`config.mk`:
```
export PLATFORM = sky130hd
export DESIGN_NAME = pllcs_top
export DESIGN_NICKNAME = d
export VERILOG_FILES = /design/src/logic/pllcs_pkg.sv /design/src/logic/pllcs_sync.sv /design/src/logic/pllcs_top.sv
export SDC_FILE = /design/constraint.sdc
export NUM_CORES = 1
export LEC_CHECK = 0
export BUFFER_PORTS_ARGS = -buffer_cell sky130_fd_sc_hd__buf_2
export CORE_MARGIN = 10
export CORE_UTILIZATION = 40
export CTS_BUF_LIST = sky130_fd_sc_hd__clkbuf_16
export CTS_CLUSTER_SIZE = 8
export DETAILED_ROUTE_END_ITERATION = 8
export PLACE_DENSITY = 0.68
export SLEW_MARGIN = 5
export SYNTH_ARGS = -nofsm -noshare
export SYNTH_HDL_FRONTEND = slang
export SYNTH_SLANG_ARGS = --single-unit
```
`constraint.sdc`:
```
create_clock -name clk_sys -period 1.92 [get_ports clk_sys]
set_input_delay 0.384 -clock clk_sys [delete_from_list [all_inputs] [get_ports clk_sys]]
set_output_delay 0.384 -clock clk_sys [all_outputs]
set_load 0.1 [all_outputs]
```
`src/logic/pllcs_pkg.sv`:
```
// Constants shared by the loop controller control/status block.
// Assumes a 32-bit word register port with byte offsets on an 8-bit address.
package pllcs_pkg;

   // ************************************************************
   // Register port geometry
   // ************************************************************
   localparam int ADDR_W = 8;
   localparam int DATA_W = 32;

   // Byte offsets of the two registers
   localparam logic [7:0] OFF_IDENTITY = 8'h00;
   localparam logic [7:0] OFF_CONTROL = 8'h04;

   // ************************************************************
   // Identity word fields
   // ************************************************************
   localparam int TYPE_LSB = 16;
   localparam int CLASS_LSB = 8;
   localparam int VERSION_LSB = 0;
   // Arbitrary neutral codes, to be replaced per product
   localparam logic [7:0] TYPE_CODE = 8'h5A;
   localparam logic [7:0] CLASS_CODE = 8'h3C;
   localparam logic [7:0] VERSION_CODE = 8'h07;

   // ************************************************************
   // Control/status fields and reset values
   // ************************************************************
   localparam int MODE_BIT = 0;
   localparam int PDN_BIT = 1;
   localparam int PRST_BIT = 3;
   localparam int STABLE_BIT = 6;
   localparam logic MODE_RESET = 1'b0;
   localparam logic PDN_RESET = 1'b0;
   localparam logic PRST_RESET = 1'b1;
   localparam logic STABLE_RESET = 1'b0;

   // ************************************************************
   // Timing counts, in reference clock cycles; the settle count is in clk_sys cycles
   // ************************************************************
   localparam int OSC_STABLE_CYCLES = 4096;
   localparam int DIRECT_STABLE_CYCLES = 512;
   localparam int STAB_W = 13;
   localparam logic [STAB_W-1:0] OSC_STABLE_LAST = STAB_W'(OSC_STABLE_CYCLES - 1);
   localparam logic [STAB_W-1:0] DIRECT_STABLE_LAST = STAB_W'(DIRECT_STABLE_CYCLES - 1);
   localparam int RESET_DIVIDE = 8;
   localparam int DIV_W = 3;
   // Cycles of clk_sys after release before the filtered strap is valid;
   // the synchroniser and filter need four edges, the strap is taken on the fifth
   localparam logic [2:0] SETTLE_LAST = 3'h4;

   // Reset controller phases
   typedef enum logic [1:0] {
      PH_SETTLE,
      PH_COUNT,
      PH_DONE
   } pllcs_phase_type;

endpackage

```
`src/logic/pllcs_sync.sv`:
```
// Three-stage pin synchroniser with agreement filter.
// Assumes the inputs are asynchronous to clk_sys.
`timescale 1ns/1ns
module pllcs_sync #(
   parameter int WIDTH = 4
) (
   // Clock and reset
   input wire logic clk_sys,
   input wire logic rst_n,
   // Pins in, filtered levels out
   input wire logic [WIDTH-1:0] pin_in,
   output logic [WIDTH-1:0] level_out
);

   logic [WIDTH-1:0] stage1_reg;
   logic [WIDTH-1:0] stage2_reg;
   logic [WIDTH-1:0] stage3_reg;
   logic [WIDTH-1:0] level_reg;
   logic [WIDTH-1:0] agree;
   logic [WIDTH-1:0] level_next;

   // A change is taken only when stages two and three agree
   assign agree = ~(stage2_reg ^ stage3_reg);
   assign level_next = (agree & stage3_reg) | (~agree & level_reg);
   assign level_out = level_reg;

   // Stage one is read by stage two only
   always_ff @(posedge clk_sys or negedge rst_n) begin
      if (!rst_n) begin
         stage1_reg <= '0;
         stage2_reg <= '0;
         stage3_reg <= '0;
         level_reg <= '0;
      end else begin
         stage1_reg <= pin_in;
         stage2_reg <= stage1_reg;
         stage3_reg <= stage2_reg;
         level_reg <= level_next;
      end
   end

endmodule // pllcs_sync

```
`src/logic/pllcs_top.sv`:
```
// Control/status, identity and reset lengthening of the loop controller.
// Assumes reference clocks and the strap arrive as pins, slower than clk_sys/6.
//
// Summary of operation
// RULE1 - Software selects bypass before waking loop
// RULE2 - Software waits four slowest clock cycles
// RULE3 - Then software clears power-down bit
// RULE4 - Then software runs full loop reset sequence
// RULE5 - Identity read-only, type and class bytes
// RULE6 - Identity low byte version, top byte zero
// RULE7 - Stable set after 4096 or 512 cycles
// RULE8 - Stable reads zero while counting
// RULE9 - Control bits 31-7 read zero, ignored
// RULE10 - Bits 5-4 and 2 read zero
// RULE11 - Bit 3 drives loop reset
// RULE12 - Bit 1 drives loop power-down
// RULE13 - Mode zero feeds reference to dividers
// RULE14 - Mode one feeds multiplied clock path
// RULE15 - Software releases reset, waits lock, selects
// RULE16 - Outputs run reference/8 during internal reset
// RULE17 - Stable flag bit 6, read-only
// RULE18 - Stable cleared by reset, then sticky
`timescale 1ns/1ns
module pllcs_top
   import pllcs_pkg::*;
(
   // Clock and reset
   input wire logic clk_sys,
   input wire logic rst_n,
   // Register port
   input wire logic [ADDR_W-1:0] reg_addr,
   input wire logic [DATA_W-1:0] reg_wdata,
   input wire logic reg_write,
   input wire logic reg_read,
   output logic [DATA_W-1:0] reg_rdata,
   // Reference and loop pins
   input wire logic crystal_oscillator_input,
   input wire logic direct_clock_input,
   input wire logic multiplied_clock_output,
   input wire logic reference_select_strap,
   // Loop control
   output logic loop_reset_out,
   output logic loop_power_down_out,
   output logic pre_divider_bypass,
   // Clock path and internal reset
   output logic divider_feed_clock,
   output logic internal_reset_n
);

   // ************************************************************
   // Helper functions
   // ************************************************************

   // Rising edge of a filtered level
   function automatic logic rise(input logic now_lvl, input logic old_lvl);
      rise = now_lvl & ~old_lvl;
   endfunction

   // Register decode
   function automatic logic hit(input logic [ADDR_W-1:0] a, input logic [7:0] off);
      hit = (a == off);
   endfunction

   // ************************************************************
   // Pin synchronisation
   // ************************************************************
   logic [3:0] pin_level;
   logic osc_lvl;
   logic direct_lvl;
   logic mult_lvl;
   logic strap_lvl;

   pllcs_sync #(
      .WIDTH(4)
   ) u_sync (
      .clk_sys(clk_sys),
      .rst_n(rst_n),
      .pin_in({reference_select_strap, multiplied_clock_output,
               direct_clock_input, crystal_oscillator_input}),
      .level_out(pin_level)
   );

   assign osc_lvl = pin_level[0];
   assign direct_lvl = pin_level[1];
   assign mult_lvl = pin_level[2];
   assign strap_lvl = pin_level[3];

   // ************************************************************
   // Reference selection and edge detection
   // ************************************************************
   logic strap_reg;
   logic ref_old_reg;
   logic ref_lvl;
   logic ref_edge;

   // Strap high picks the direct input, low the crystal input
   assign ref_lvl = strap_reg ? direct_lvl : osc_lvl;
   assign ref_edge = rise(ref_lvl, ref_old_reg);

   // ************************************************************
   // Reset controller
   // ************************************************************
   pllcs_phase_type phase_reg;
   pllcs_phase_type phase_next;
   logic [2:0] settle_reg;
   logic [STAB_W-1:0] stab_cnt_reg;
   logic [STAB_W-1:0] stab_last;
   logic stable_reg;
   logic count_done;

   assign stab_last = strap_reg ? DIRECT_STABLE_LAST : OSC_STABLE_LAST;
   assign count_done = ref_edge && (stab_cnt_reg == stab_last); // [RULE7]

   // Phase sequencing: settle the synchroniser, then count reference edges
   always_comb begin
      phase_next = phase_reg;
      unique case (phase_reg)
         PH_SETTLE: begin
            if (settle_reg == SETTLE_LAST) begin
               phase_next = PH_COUNT;
            end
         end
         PH_COUNT: begin
            if (count_done) begin
               phase_next = PH_DONE;
            end
         end
         PH_DONE: begin
            phase_next = PH_DONE;
         end
      endcase
   end

   // Strap is caught after release, once the synchroniser has settled
   always_ff @(posedge clk_sys or negedge rst_n) begin
      if (!rst_n) begin
         phase_reg <= PH_SETTLE;
         settle_reg <= 3'h0;
         strap_reg <= 1'b0;
         ref_old_reg <= 1'b0;
      end else begin
         phase_reg <= phase_next;
         ref_old_reg <= ref_lvl;
         if (phase_reg == PH_SETTLE) begin
            settle_reg <= settle_reg + 3'h1;
            strap_reg <= strap_lvl;
         end
      end
   end

   // Stabilisation counter and sticky stable flag
   always_ff @(posedge clk_sys or negedge rst_n) begin
      if (!rst_n) begin
         stab_cnt_reg <= '0;
         stable_reg <= STABLE_RESET; // [RULE18]
      end else begin
         if (phase_reg == PH_COUNT && ref_edge) begin
            stab_cnt_reg <= stab_cnt_reg + STAB_W'(1);
         end
         if (count_done) begin
            stable_reg <= 1'b1; // [RULE7] [RULE18]
         end
      end
   end

   assign internal_reset_n = stable_reg;

   // ************************************************************
   // Control register
   // ************************************************************
   logic mode_reg;
   logic pdn_reg;
   logic prst_reg;
   logic csr_write;

   assign csr_write = reg_write && hit(reg_addr, OFF_CONTROL);

   // Only bits 0, 1 and 3 are stored; stable and reserved bits ignore writes
   always_ff @(posedge clk_sys or negedge rst_n) begin
      if (!rst_n) begin
         mode_reg <= MODE_RESET;
         pdn_reg <= PDN_RESET;
         prst_reg <= PRST_RESET;
      end else if (csr_write) begin
         mode_reg <= reg_wdata[MODE_BIT];
         pdn_reg <= reg_wdata[PDN_BIT];
         prst_reg <= reg_wdata[PRST_BIT];
      end
   end

   assign loop_reset_out = prst_reg; // [RULE11]
   assign loop_power_down_out = pdn_reg; // [RULE12]

   // ************************************************************
   // Read path
   // ************************************************************
   logic [DATA_W-1:0] id_word;
   logic [DATA_W-1:0] csr_word;
   logic [DATA_W-1:0] rdata_next;
   logic [DATA_W-1:0] rdata_reg;

   // Top byte of the identity word is constant zero
   assign id_word = {8'h00, TYPE_CODE, CLASS_CODE, VERSION_CODE}; // [RULE5] [RULE6]

   // Reserved bits are tied low, so only the documented fields show
   always_comb begin
      csr_word = '0; // [RULE9] [RULE10]
      csr_word[MODE_BIT] = mode_reg;
      csr_word[PDN_BIT] = pdn_reg;
      csr_word[PRST_BIT] = prst_reg;
      csr_word[STABLE_BIT] = stable_reg; // [RULE8] [RULE17]
   end

   // Unmapped reads return zero
   assign rdata_next = !reg_read ? '0 :
                       hit(reg_addr, OFF_IDENTITY) ? id_word :
                       hit(reg_addr, OFF_CONTROL) ? csr_word : '0;

   // Data stands only in the cycle after the read strobe
   always_ff @(posedge clk_sys or negedge rst_n) begin
      if (!rst_n) begin
         rdata_reg <= '0;
      end else begin
         rdata_reg <= rdata_next;
      end
   end

   assign reg_rdata = rdata_reg;

   // ************************************************************
   // Clock path selection
   // ************************************************************
   logic [DIV_W-1:0] div8_reg;
   logic feed_next;
   logic feed_reg;
   logic use_loop;

   // Divide the reference by eight: msb toggles every four edges
   always_ff @(posedge clk_sys or negedge rst_n) begin
      if (!rst_n) begin
         div8_reg <= '0;
      end else if (ref_edge) begin
         div8_reg <= div8_reg + DIV_W'(1); // [RULE16]
      end
   end

   // Loop path only with reset released and mode set; power-down does not gate it
   assign use_loop = stable_reg && mode_reg; // [RULE14]
   assign pre_divider_bypass = !use_loop; // [RULE13]
   // Sampled clocks are a model of the glitch-free mux, not a real clock tree
   assign feed_next = !stable_reg ? div8_reg[DIV_W-1] : // [RULE16]
                      use_loop ? mult_lvl : ref_lvl; // [RULE13] [RULE14]

   always_ff @(posedge clk_sys or negedge rst_n) begin
      if (!rst_n) begin
         feed_reg <= 1'b0;
      end else begin
         feed_reg <= feed_next;
      end
   end

   assign divider_feed_clock = feed_reg;

   // ************************************************************
   // Assertions
   // ************************************************************
   property p_id_read;
      @(posedge clk_sys) disable iff (!rst_n)
      reg_read && hit(reg_addr, OFF_IDENTITY) |=>
         reg_rdata[23:16] == TYPE_CODE && reg_rdata[15:8] == CLASS_CODE;
   endproperty
   a_id_read: assert property (p_id_read) else $error("identity fields wrong"); // [RULE5]

   property p_id_low_high;
      @(posedge clk_sys) disable iff (!rst_n)
      reg_read && hit(reg_addr, OFF_IDENTITY) |=>
         reg_rdata[31:24] == 8'h00 && reg_rdata[7:0] == VERSION_CODE;
   endproperty
   a_id_low_high: assert property (p_id_low_high) else $error("identity ends wrong"); // [RULE6]

   property p_stable_rise;
      @(posedge clk_sys) disable iff (!rst_n)
      $rose(stable_reg) |-> $past(ref_edge) && $past(stab_cnt_reg) == $past(stab_last);
   endproperty
   a_stable_rise: assert property (p_stable_rise) else $error("stable set early"); // [RULE7]

   property p_stable_counting;
      @(posedge clk_sys) disable iff (!rst_n)
      reg_read && hit(reg_addr, OFF_CONTROL) && phase_reg != PH_DONE |=>
         reg_rdata[STABLE_BIT] == 1'b0;
   endproperty
   a_stable_counting: assert property (p_stable_counting) else $error("stable while counting"); // [RULE8]

   property p_csr_zeros;
      @(posedge clk_sys) disable iff (!rst_n)
      reg_read && hit(reg_addr, OFF_CONTROL) |=>
         reg_rdata[31:7] == 25'h0 && reg_rdata[5:4] == 2'h0 && reg_rdata[2] == 1'b0;
   endproperty
   a_csr_zeros: assert property (p_csr_zeros) else $error("reserved bits set"); // [RULE9] [RULE10]

   property p_loop_ctrl;
      @(posedge clk_sys) disable iff (!rst_n)
      csr_write |=> loop_reset_out == $past(reg_wdata[PRST_BIT]) &&
                    loop_power_down_out == $past(reg_wdata[PDN_BIT]);
   endproperty
   a_loop_ctrl: assert property (p_loop_ctrl) else $error("loop control lost"); // [RULE11] [RULE12]

   property p_path_select;
      @(posedge clk_sys) disable iff (!rst_n)
      stable_reg && $past(stable_reg) |-> pre_divider_bypass == !mode_reg &&
         divider_feed_clock == ($past(mode_reg) ? $past(mult_lvl) : $past(ref_lvl));
   endproperty
   a_path_select: assert property (p_path_select) else $error("path select wrong"); // [RULE13] [RULE14]

   property p_reset_div8;
      @(posedge clk_sys) disable iff (!rst_n)
      !stable_reg && !$past(stable_reg) && $past(rst_n) |->
         divider_feed_clock == $past(div8_reg[DIV_W-1]);
   endproperty
   a_reset_div8: assert property (p_reset_div8) else $error("reset clock not div8"); // [RULE16]

   property p_stable_ro;
      @(posedge clk_sys) disable iff (!rst_n)
      csr_write && !count_done |=> stable_reg == $past(stable_reg);
   endproperty
   a_stable_ro: assert property (p_stable_ro) else $error("stable written"); // [RULE17]

   property p_stable_sticky;
      @(posedge clk_sys) disable iff (!rst_n)
      stable_reg |=> stable_reg [*8];
   endproperty
   a_stable_sticky: assert property (p_stable_sticky) else $error("stable dropped"); // [RULE18]

endmodule // pllcs_top

```
Yosys cells after proc, flatten, opt, wreduce, memory -nomap -nowiden --
Cells that the tools add are included.
Storage, ports and cells: register bits after elaboration 67, input bits 48
Operators by class: add/subtract/negate cells 3, eq/ne operators 7, mux-type cells 10, bitwise gates (word level) 8, reductions and logical operators 8
Operators by type and width (count):
- two-way mux 23 bit | 2
- adder 13 x 1 -> 13 bit, second input constant | 1
- == test 13 x 12 -> 1 bit | 1
- two-way mux 12 bit | 1
- AND 4 bit | 2
- == test 8 x 3 -> 1 bit, second input constant | 1
- zero test 8 bit | 1
- inverter 4 bit | 2
- two-way mux 7 bit | 1
- adder 3 x 1 -> 3 bit, second input constant | 2
- case mux 2 bit (3 select lines) | 1
- logical AND 1 bit | 4
- two-way mux 2 bit | 2
- inequality test 2 bit, second input constant | 2
- bitwise OR 4 bit | 1
- XOR 4 bit | 1
- == test 3 bit, second input constant | 1
- two-way mux 1 bit | 3
- == test 2 x 1 -> 1 bit, second input constant | 1
- == test 2 bit, second input constant | 1
- zero test 2 bit | 1
- AND reduction 2 bit | 1
- AND 1 bit | 1
- zero test 1 bit | 1
- inverter 1 bit | 1

Logic depth before layout (Yosys ltp) --
Gate-level depths: netlist of run 1.
word-level depth 5, depth in mapped cells 6, depth with buffers taken out 6

By module --
A second synthesis of run 1 with hierarchy kept.
Second synthesis, totals: cell total of the unflattened synthesis 173, area, all modules 2135.8 µm²
Modules (own cells, without submodules):
- pllcs_top | times used 1, cells each 153, area an instance 1690.4 µm², sequential area each 827.0 µm²
- pllcs_sync | times used 1, cells each 20, area an instance 445.4 µm², sequential area each 400.4 µm²

Worst setup path before layout of run 1 --
Ideal clock, no wire load.
path kind flip-flop to output port, start point register stable_reg (netlist: internal_reset_n), end point output port pre_divider_bypass, arrival 1.757 ns, slack -0.221 ns, stages on the path, launching flop included 2, cell sequence dfrtp_1 > nand2_1
On the way: longest elaborated chain between the ends 2
RTL lines:
- start: declaration | line pllcs_top.sv:108 | logic stable_reg;
- start signal: assignment | line pllcs_top.sv:155 | stable_reg <= STABLE_RESET;
- start signal: assignment | line pllcs_top.sv:161 | stable_reg <= 1'b1;
- logical AND 1 bit | line pllcs_top.sv:248 | assign use_loop = stable_reg && mode_reg;
- zero test 1 bit | line pllcs_top.sv:249 | assign pre_divider_bypass = !use_loop;
- end: declaration | line pllcs_top.sv:44 | output logic pre_divider_bypass,
No other way between the ends.

Final worst setup path of run 1 --
start point register stab_cnt_reg[10], end point register phase_reg[1]
On the way: longest elaborated chain between the ends 4
RTL lines:
- start: declaration | line pllcs_top.sv:106 | logic [STAB_W-1:0] stab_cnt_reg;
- start signal: assignment | line pllcs_top.sv:158 | stab_cnt_reg <= stab_cnt_reg + STAB_W'(1);
- == test 13 x 12 -> 1 bit | line pllcs_top.sv:112 | assign count_done = ref_edge && (stab_cnt_reg == stab_last);
- logical AND 1 bit | line pllcs_top.sv:112
- inequality test 2 bit (no line)
- AND reduction 2 bit (no line)
- end signal: assignment | line pllcs_top.sv:142 | phase_reg <= phase_next;
- end: declaration | line pllcs_top.sv:103 | pllcs_phase_type phase_reg;
No other way between the ends. A chain may end at the register's enable or synchronous reset.

==> results of run 1 <==
-- per-layer routing --
metal / vias to the layer above / global-route usage (%)
met5: - / 0
met4: 0 / 4.56
met3: 4 / 1.52
met2: 22 / 18.0
met1: 668 / 11.2
li1: 644 / -
-- logic make-up after synthesis --
group,Yosys count,share of synthesized area [%]
buf+inv,38,11.4
xor+xnor,16,6.37
flops,49,55.8
simple gates,47,13.5
mux,6,3.18
other cells,1,0.170
fa+ha+maj,10,5.23
compound gates,13,4.38
-- cells in the final DEF, fill, tap and decap left out, types with 5 or more instances in the layout --
| cell type | synthesis | routed |
|---|---|---|
| nor2_1 | 6 | 6 |
| buf_4 | 27 | 10 |
| xnor2_1 | 8 | 8 |
| nand2_1 | 15 | 14 |
| mux2_2 | 5 | 5 |
| clkbuf_16 | 0 | 5 |
| xor2_1 | 8 | 8 |
| inv_1 | 10 | 10 |
| conb_1 | 1 | 19 |
| dfrtp_1 | 48 | 48 |
| buf_2 | 0 | 36 |
| ha_1 | 6 | 6 |
-- repair_timing --
action / CTS / global route
endpoints found under the hold margin: 13 / 0
hold buffers: 1 / 0
resized for setup: 0 / 1
endpoints found under the setup margin: 0 / 1
-- report_power, final --
group | total [uW] | switching (uW) | internal (uW) | leakage [uW]
Combinational | 616 | 448 | 168 | 0.000628
Clock | 891 | 399 | 492 | 0.0000680
Sequential | 1250 | 86.7 | 1160 | 0.000597
Total | 2760 | 934 | 1820 | 0.00129
-- cells in the mapped netlist (all sizes together) (4+ instances only) --
| cell type | number |
|---|---|
| o21ai | 4 |
| buf | 28 |
| xnor2 | 8 |
| nor3 | 4 |
| dfrtp | 48 |
| nor2 | 6 |
| nand2 | 15 |
| mux2 | 5 |
| maj3 | 4 |
| nor4 | 5 |
| ha | 6 |
| and3 | 4 |
| xor2 | 8 |
| inv | 10 |
-- stage by stage --
stage / instance area (um^2) / util [%] / std cells / setup WS [ns] / total power [uW]
after CTS: 2560 / 49.2 / 295 / 0.101 / 2790
after detailed placement: 2400 / 46.1 / 286 / 0.116 / 1880
after floorplan: 2270 / - / 198 / 0.0182 / 1770
after global placement: 2400 / 46.1 / 286 / 0.236 / 1870
final: 2570 / 49.3 / 295 / 0.158 / 2760
after global routing: 2570 / 49.3 / 295 / 0.0652 / 2900
-- cell type report --
cell class | instances | area share (%)
sequential | 49 | 47.8
multi-input combinational | 111 | 31.1
timing repair buffer | 47 | 10.3
clock buffer | 5 | 4.87
tap | 70 | 3.41
inverter | 10 | 1.46
clock inverter | 3 | 1.02
-- worst max path at each step --
stage | start | endpoint | slack, ns | cells past startpoint
floorplan | internal_reset_n$_DFFE_PN0P_ | pre_divider_bypass | 0.02 | 1
global placement | phase_reg[0]$_DFFE_PN0P_ | phase_reg[1]$_DFFE_PN0P_ | 0.24 | 7
detailed placement | phase_reg[0]$_DFFE_PN0P_ | phase_reg[1]$_DFFE_PN0P_ | 0.12 | 7
CTS | phase_reg[0]$_DFFE_PN0P_ | phase_reg[1]$_DFFE_PN0P_ | 0.10 | 7
global route | stab_cnt_reg[10]$_DFFE_PN0P_ | phase_reg[1]$_DFFE_PN0P_ | 0.07 | 4
finish | stab_cnt_reg[10]$_DFFE_PN0P_ | phase_reg[1]$_DFFE_PN0P_ | 0.16 | 4
==> summary.txt, run 1 <==
Hold path
  • Worst hold path type: input port to flop
  • Hold EP: u_sync.stage1_reg[0]$_DFF_PN0_
  • Hold path depth: 1
  • Hold path startpoint: crystal_oscillator_input

Layout
  • Layout cell share with drive strength beyond 1: 30.7%
  • Footprint of the multi-input gates: 798 um^2
  • P&R area growth vs syn: 16.7%
  • Reg area: 0.00123 mm^2
  • Max reg flops: 13
  • Antenna cells: 0
  • NumNets Final: 278
  • Filler cells: 474

Setup path
  • Crit Path Category: flop to flop
  • Reg-to-Reg Start: stab_cnt_reg[10]$_DFFE_PN0P_
  • Reg2reg path depth: 4
  • Worst path required time: 2.15 ns
  • CP max FO: 5
  • Buffers & Inverters on Critical Path: 0
  • Setup slack, reg-to-reg: 0.16 ns
  • Slowest cell on crit path: nor4b_1
  • CP top delay family: compound AO/OA/AOI/OAI gates
  • Worst setup EP type: flop
  • Critical path arrival: 1.99 ns
  • Worst r2r dst: phase_reg[1]$_DFFE_PN0P_
  • CP peak stage delay: 0.46 ns
  • Worst path cell trace: nor4b_1, o2111ai_1, o41ai_2, or2_1
  • CP startpoint kind: flop

Global route
  • GR Overflow Total: 0
  • Largest net degree at the start of global routing: 23
  • First-pass GRT wire length: 6940 um
  • Initial antenna violation count: 0
  • Total track usage: 9.96%
  • Vias in the first global route: 1422

Yosys
  • Distinct cells, synth: 35
  • Cell Area, Synth: 0.00220 mm^2
  • Post-synth top area cell: dfrtp_1
  • Synth Area per Inst: 12.2 um^2
  • Most used DFF post-synth: dfrtp_1
  • #FFs+latches synth: 49
  • EDFF count, synth: 0
  • Async SR Flop Fraction: 100%
  • Synth warn: 0
  • Cell count after synthesis: 180
  • Main area contributors after synthesis: dfrtp_1, buf_4, ha_1
  • Sequential share of the synthesized area: 55.8%
  • Synth top area share: 54.6%

Clocking
  • Clk_lat worst skew: 0.29 ns
  • Clock transition at path regs: 0.07 ns
  • Clock tree sinks: 49
  • CTS H-tree lvls: 2
  • Bufs on Longest Clock Path: 2
  • CTS Root Cell: clkbuf_16
  • Num CTS Buffers: 5
  • Post-CTS Setup Inserts: 0
  • CTS tree: done

Drt
  • Met3 WL: 98 um
  • WL/cell: 14.2 um
  • Met2 wirelength from detailed routing: 2320 um
  • DRT iter0 DRCs: 57
  • Initial DRT Pass Iterations: 5
  • Max Used Layer: met4
  • Met1 Wirelength: 1730 um
  • DR vias: 1338
  • Drt via density: 4.54
  • Total Wirelength: 4190 um
  • DRC Markers: 0
  • Antenna Nets Post-Route: 0

Die
  • Top-Level Pins: 85
  • Die area: 0.00887 mm^2
  • Initial core utilization: 42.3%
  • Die width: 94.2 um
  • Core area: 0.00520 mm^2
  • Std cell rows: 26
  • Die height: 94.2 um

Timing
  • Fmax: 0.567 GHz
  • Unrepaired setup endpoints after global routing: false
  • Tmin final: 1.76 ns
  • Total negative slack: 0 ns
  • Endpoints failing hold: 0
  • Skew final: 0.00547 ns
  • Fin. max-slew vios: 0
  • Final hold slack: 0.195 ns
  • Final period util: 91.8%
  • Setup Viol. Count Final: 0

Pwr
  • Pwr/cell area: 1070 mW/mm^2
  • Leakage Power: 0.00129 uW
  • Maximum vdd ir drop: 714 uV

Placed design
  • IO buf count: 36
  • DP Wirelength: 3240 um
  • RePlAce Congestion: 0.832

Flow run
  • Total of max-cap violations: 0

Outcome
  • Outcome: finished clean
Note: power is estimated with default switching activity, not from simulation.
==> run 2: changes to the inputs <==
--- a/config.mk
+++ b/config.mk
@@ -5,13 +5,14 @@
 export SDC_FILE = /design/constraint.sdc
 export NUM_CORES = 1
 export LEC_CHECK = 0
+export ABC_AREA = 1
 export BUFFER_PORTS_ARGS = -buffer_cell sky130_fd_sc_hd__buf_2
 export CORE_MARGIN = 10
 export CORE_UTILIZATION = 40
 export CTS_BUF_LIST = sky130_fd_sc_hd__clkbuf_16
 export CTS_CLUSTER_SIZE = 8
 export DETAILED_ROUTE_END_ITERATION = 8
-export PLACE_DENSITY = 0.68
+export PLACE_DENSITY = 0.67
 export SLEW_MARGIN = 5
 export SYNTH_ARGS = -nofsm -noshare
 export SYNTH_HDL_FRONTEND = slang
==> run 2 against run 1 <==
Synthesized area is 3.5% higher. Core utilization decreased by 2.4 points. Flip-flop and latch count unchanged. Global-route usage down 1.2 points. Via count rose by 10%. Count of clock-buffer cells in the layout is the same. Register-to-register slack better by 0.24 ns. Clock power fell by 3.3%. Synthesized cell count grew 28%. Critical endpoint is now pre_divider_bypass.
==> summary.txt, run 2 <==
Clocking
  • Post-CTS Setup Inserts: 0
  • CTS H-tree lvls: 2
  • Clock transition at path regs: 0.07 ns
  • Num CTS Buffers: 5
  • Hold_buf cts: 0
  • Clock tree sinks: 49
  • Bufs on Longest Clock Path: 2
  • Clk_lat worst skew: 0.29 ns
  • CTS Root Cell: clkbuf_16
  • Post_cts resized: 0
  • CTS tree: done

Drt
  • Drt via density: 4.35
  • DRT iter0 DRCs: 38
  • DR vias: 1473
  • Antenna Nets Post-Route: 0
  • WL/cell: 11.5 um
  • DRC Markers: 0
  • Total Wirelength: 3890 um
  • Initial DRT Pass Iterations: 3

Yosys
  • Sequential share of the synthesized area: 53.9%
  • Post-synth top area cell: dfrtp_1
  • Main area contributors after synthesis: dfrtp_1, nand2_1, buf_4
  • Post-Synth Simple-Gate Area: 20.7%
  • XOR/XNOR Fraction of Synth Area: 4.62%
  • Synth top cells by count: nand2_1, dfrtp_1, buf_4
  • Most common cell in the netlist: nand2_1
  • Cell count after synthesis: 231
  • EDFF count, synth: 0
  • Synth top area share: 52.7%
  • Distinct cells, synth: 27
  • Adder-cell share of the synthesized area: 5.05%
  • Multiplexer share of the synthesized area: 0.495%
  • Synth Area per Inst: 9.86 um^2
  • Cell Area, Synth: 0.00228 mm^2
  • Synth warn: 0
  • Largest family of logic cells by synthesized area: simple AND/OR/NAND/NOR gates
  • Async SR Flop Fraction: 100%
  • Post-synthesis compound-gate area fraction: 1.87%
  • Most used DFF post-synth: dfrtp_1
  • #FFs+latches synth: 49

Setup path
  • CP startpoint kind: flop
  • Crit Path Category: flop to primary output
  • CP max FO: 6
  • Reg2reg path depth: 10
  • Worst setup EP type: primary output
  • Setup slack, reg-to-reg: 0.40 ns
  • Reg-to-Reg Start: stab_cnt_reg[0]$_DFFE_PN0P_
  • Slowest cell on crit path: dfrtp_2
  • Critical path arrival: 1.26 ns
  • CP peak stage delay: 0.44 ns
  • Crit path from: internal_reset_n$_DFFE_PN0P_
  • Worst path cell trace: nand2_2, buf_2
  • Worst path required time: 1.54 ns

Die
  • Initial core utilization: 41.4%
  • Std cell rows: 27
  • Die width: 95.5 um
  • Top-Level Pins: 85
  • Core area: 0.00551 mm^2
  • Die area: 0.00911 mm^2
  • Die height: 95.5 um

Timing
  • Fin. max-slew vios: 0
  • Fmax: 0.608 GHz
  • Unrepaired setup endpoints after global routing: false
  • Slew headroom: 64.9%
  • Setup Viol. Count Final: 0
  • Endpoints failing hold: 0
  • Final worst slack: 0.275 ns
  • Skew final: 0.00313 ns
  • Slew @ Worst Pin: 0.526 ns
  • Final period util: 85.7%
  • Total negative slack: 0 ns
  • Tmin final: 1.64 ns

Placed design
  • Post-Place Setup Slack: 0.394 ns
  • DP Area: 0.00244 mm^2
  • DP Wirelength: 3080 um
  • IO buf count: 36
  • RePlAce Congestion: 0.762

Layout
  • P&R area growth vs syn: 13.4%
  • Layout cell share with drive strength beyond 1: 22.1%
  • Most frequent cells in the layout: nand2_1, dfrtp_1, buf_2
  • Max reg flops: 13
  • Antenna cells: 0
  • Filler cells: 527
  • NumNets Final: 320
  • Commonest non-fill, non-tap cell in the layout: nand2_1
  • Layout Cell Area excl Fill: 0.00258 mm^2

Outcome
  • Outcome: finished clean

Flow run
  • Total of max-cap violations: 0

Global route
  • GR Overflow Total: 0
  • Vias in the first global route: 1460
  • Total track usage: 8.76%
  • Largest net degree at the start of global routing: 27
  • Initial antenna violation count: 0
  • First-pass GRT wire length: 6380 um

Pwr
  • Maximum vdd ir drop: 552 uV
  • Pwr/cell area: 1030 mW/mm^2
  • Leakage Power: 0.00134 uW

Hold path
  • Worst hold path type: input port to asynchronous set/reset pin
## run 2: cell count changes in the layout (fill, tap and decap cells not counted), sizes merged, moves of 4 or more
cell / delta
nor4: -5
nand3: +10
buf: -9
inv: +16
nor2: +9
nand2: +43
mux2: -4
## run 2: routing by layer
| layer | share of wire [%] | track usage, % | vias up |
|---|---|---|---|
| met4 | 2.2 | 4.05 | 0 |
| met5 | 0 | 0 | - |
| met2 | 48 | 14.7 | 35 |
| li1 | - | - | 746 |
| met1 | 41 | 9.40 | 685 |
| met3 | 9.1 | 3.69 | 7 |
## run 2: kinds of logic (layout without fill, tap and decap cells)
| logic type | after synthesis | count (layout) |
|---|---|---|
| AO/OA/AOI/OAI | 8 | 8 |
| XOR/XNOR | 12 | 12 |
| adder cells (fa/ha/maj) | 10 | 10 |
| buffers and inverters | 53 | 71 |
| flip-flops | 49 | 49 |
| multiplexers | 1 | 1 |
| other | 1 | 19 |
| AND/OR/NAND/NOR | 97 | 97 |
## run 2: area by class of cell
class | count | area, um^2 | area share [%]
multi-input combinational | 147 | 820 | 31.7
inverter | 26 | 97.6 | 3.78
sequential | 49 | 1230 | 47.6
clock inverter | 3 | 21.3 | 0.824
timing repair buffer | 37 | 200 | 7.75
tap | 72 | 90.1 | 3.49
clock buffer | 5 | 125 | 4.84
## run 2: final timing paths
kind | endpoint
worst max register to register | phase_reg[0]$_DFFE_PN0P_
min in group clk_sys | u_sync.stage1_reg[0]$_DFF_PN0_
worst max-delay path | pre_divider_bypass
worst min-delay path | u_sync.stage1_reg[0]$_DFF_PN0_
worst min register to register | u_sync.stage2_reg[2]$_DFF_PN0_
max in group asynchronous | loop_reset_out$_DFFE_PN1P_
## run 2: stage by stage
step / power (uW) / cells / hold slack (ns) / utilization [%]
final: 2670 / 339 / 0.0708 / 46.9
after floorplan: 1740 / 249 / 0.0884 / -
after CTS: 2710 / 339 / 0.0900 / 46.9
after global routing: 2800 / 339 / 0.107 / 46.9
after global placement: 1810 / 331 / 0.334 / 44.2
after detailed placement: 1830 / 331 / 0.336 / 44.2
## run 2: power breakdown
part	switching [uW]	total, uW	internal (uW)
Clock	378	862	485
Combinational	419	562	143
Sequential	82.0	1240	1160
Total	879	2670	1790
## run 2: critical path, delay by kind of cell (launching register included)
family                 cells  cell delay [ns]
buffers and inverters      1             0.43
DFF                        1             0.44
and+or+nand+nor            1             0.10
==> run 3: changes to the inputs <==
--- a/config.mk
+++ b/config.mk
@@ -16,4 +16,5 @@
 export SLEW_MARGIN = 5
 export SYNTH_ARGS = -nofsm -noshare
 export SYNTH_HDL_FRONTEND = slang
+export SYNTH_HIERARCHICAL = 1
 export SYNTH_SLANG_ARGS = --single-unit
==> run 3 against run 2 <==
Routed wire length fell by 0.54%. Via count rose by 3.9%. Highest routed layer unchanged. Clock skew rose by 0.0018 ns. Largest power group unchanged.
==> summary.txt, run 3 <==
Outcome
  • Outcome: finished clean

Global route
  • Initial antenna violation count: 0
  • Vias in the first global route: 1403
  • Largest net degree at the start of global routing: 21
  • GR Overflow Total: 0
  • First-pass GRT wire length: 6200 um
  • Total track usage: 8.50%

Timing
  • Skew final: 0.00497 ns
  • Endpoints failing hold: 0
  • Unrepaired setup endpoints after global routing: false
  • Final worst slack: 0.260 ns
  • Tmin final: 1.66 ns
  • Final period util: 86.5%
  • Fin. max-slew vios: 0
  • Setup Viol. Count Final: 0
  • Fmax: 0.602 GHz
  • Total negative slack: 0 ns

Die
  • Die width: 96.4 um
  • Die area: 0.00930 mm^2
  • Initial core utilization: 41.9%
  • Std cell rows: 27
  • Top-Level Pins: 85
  • Core area: 0.00557 mm^2
  • Die height: 96.4 um

Pwr
  • Clk network pwr share: 33.2%
  • Maximum vdd ir drop: 563 uV
  • Sw Ratio: 33.8%
  • Combinational power share: 20.6%
  • Leakage Power: 0.00139 uW
  • Pwr Total: 2700 uW
  • Power Internal: 1790 uW
  • Sequential share of power: 46.2%
  • Pwr/cell area: 1020 mW/mm^2
  • Sw Pwr: 913 uW

Yosys
  • Sequential share of the synthesized area: 52.5%
  • Async SR Flop Fraction: 100%
  • #FFs+latches synth: 49
  • Most common cell in the netlist: nand2_1
  • Most used DFF post-synth: dfrtp_1
  • Cell count after synthesis: 239
  • Cell Area, Synth: 0.00234 mm^2
  • Post-synth top area cell: dfrtp_1
  • Synth warn: 6
  • Distinct cells, synth: 29
  • Synth top area share: 51.4%
  • Synth Area per Inst: 9.78 um^2
  • EDFF count, synth: 0
  • Main area contributors after synthesis: dfrtp_1, buf_4, nand2_1
  • Synth top cells by count: nand2_1, dfrtp_1, buf_4

Setup path
  • Critical path arrival: 1.28 ns
  • CP peak stage delay: 0.56 ns
  • Worst path cell trace: buf_2
  • Worst path required time: 1.54 ns
  • CP max FO: 3
  • Crit Path Category: flop to primary output
  • Setup slack, reg-to-reg: 0.54 ns
  • CP startpoint kind: flop
  • Buffers & Inverters on Critical Path: 1
  • Reg2reg path depth: 8
  • CP top delay family: flip-flops
  • Slowest cell on crit path: dfstp_2
  • Worst r2r dst: stab_cnt_reg[9]$_DFFE_PN0P_
  • Reg-to-Reg Start: phase_reg[1]$_DFFE_PN0P_
  • Worst setup EP type: primary output

Drt
  • Antenna Nets Post-Route: 0
  • DR vias: 1530
  • Initial DRT Pass Iterations: 4
  • WL/cell: 11.1 um
  • Total Wirelength: 3870 um
  • Drt via density: 4.40
  • DRT iter0 DRCs: 47
  • DRC Markers: 0

Placed design
  • RePlAce Congestion: 0.816
  • Post-Place Setup Slack: 0.477 ns
  • DP Wirelength: 3070 um
  • IO buf count: 36

Layout
  • Commonest non-fill, non-tap cell in the layout: nand2_1
  • NumNets Final: 329
  • Max reg flops: 13
  • Layout cell share with drive strength beyond 1: 25.4%
  • Antenna cells: 0
  • P&R area growth vs syn: 13.7%
  • Most frequent cells in the layout: nand2_1, dfrtp_1, buf_2

Clocking
  • Clk_lat worst skew: 0.29 ns
  • Num CTS Buffers: 5
  • CTS tree: done
  • CTS H-tree lvls: 2
  • Bufs on Longest Clock Path: 2
  • Post_cts resized: 0
  • Post-CTS Setup Inserts: 0
  • Hold_buf cts: 0
  • Clock tree sinks: 49
  • Clock transition at path regs: 0.07 ns
  • CTS Root Cell: clkbuf_16

Hold path
  • Worst hold path type: input port to asynchronous set/reset pin

Flow run
  • Total of max-cap violations: 0
-- run 3: changes by cell type after synthesis, sizes merged, moves of 2 or more --
cell,previous run,this run
o21ai,7,9
nand3,13,18
a21oi,0,4
inv,26,24
nor3,5,1
maj3,4,0
nor2,15,23
nand4,4,2
-- run 3: power groups by stage --
stage | Clock [uW] | Combinational (uW) | Sequential [uW]
final | 898 | 558 | 1250
after detailed placement | 0 | 561 | 1270
after global routing | 960 | 611 | 1260
after CTS | 921 | 563 | 1250
after global placement | 0 | 557 | 1260
after floorplan | 0 | 401 | 1340
-- run 3: logic make-up (layout without fill, tap and decap cells) --
logic type | after synthesis | count (layout) | synth area share (%)
simple gates | 104 | 104 | 22.1
xor+xnor | 14 | 14 | 5.89
flops | 49 | 49 | 52.5
other cells | 1 | 19 | 0.160
buf+inv | 51 | 70 | 12.7
compound gates | 13 | 13 | 2.94
fa+ha+maj | 6 | 6 | 3.21
mux | 1 | 1 | 0.482
-- run 3: per-stage QoR --
step / cell area, um^2 / utilization [%] / hold slack [ns] / cells
CTS: 2660 / 47.7 / 0.0655 / 348
global placement: 2500 / 44.9 / 0.339 / 340
global route: 2660 / 47.7 / 0.0707 / 348
detailed placement: 2500 / 44.9 / 0.339 / 340
finish: 2660 / 47.7 / 0.0456 / 348
floorplan: 2410 / - / 0.0884 / 257
-- run 3: metal layers --
metal / track usage, % / vias up / part of all wire [%]
li1: - / 771 / -
met1: 9.32 / 718 / 41
met2: 14.4 / 35 / 49
met3: 3.24 / 6 / 8.1
met4: 3.63 / 0 / 1.7
met5: 0 / - / 0
-- run 3: worst max path at each step --
stage / startpoint / to / slack (ns) / depth (start not counted)
CTS: loop_reset_out$_DFFE_PN1P_ / loop_reset_out / 0.26 / 1
global placement: reg_addr[3] / mode_reg$_DFFE_PN0P_ / 0.52 / 7
finish: loop_reset_out$_DFFE_PN1P_ / loop_reset_out / 0.26 / 1
detailed placement: reg_addr[3] / loop_power_down_out$_DFFE_PN0P_ / 0.48 / 7
floorplan: reg_rdata[20]$_DFF_PN0_ / reg_rdata[10] / 0.1 / 1
global route: loop_reset_out$_DFFE_PN1P_ / loop_reset_out / 0.24 / 1
-- run 3: area by class of cell --
type | instances | area, um^2
timing repair buffer | 38 | 208
multi-input combinational | 157 | 882
fill | 522 | 2920
inverter | 24 | 95.1
tap | 72 | 90.1
sequential | 49 | 1230
clock inverter | 3 | 28.8
clock buffer | 5 | 125
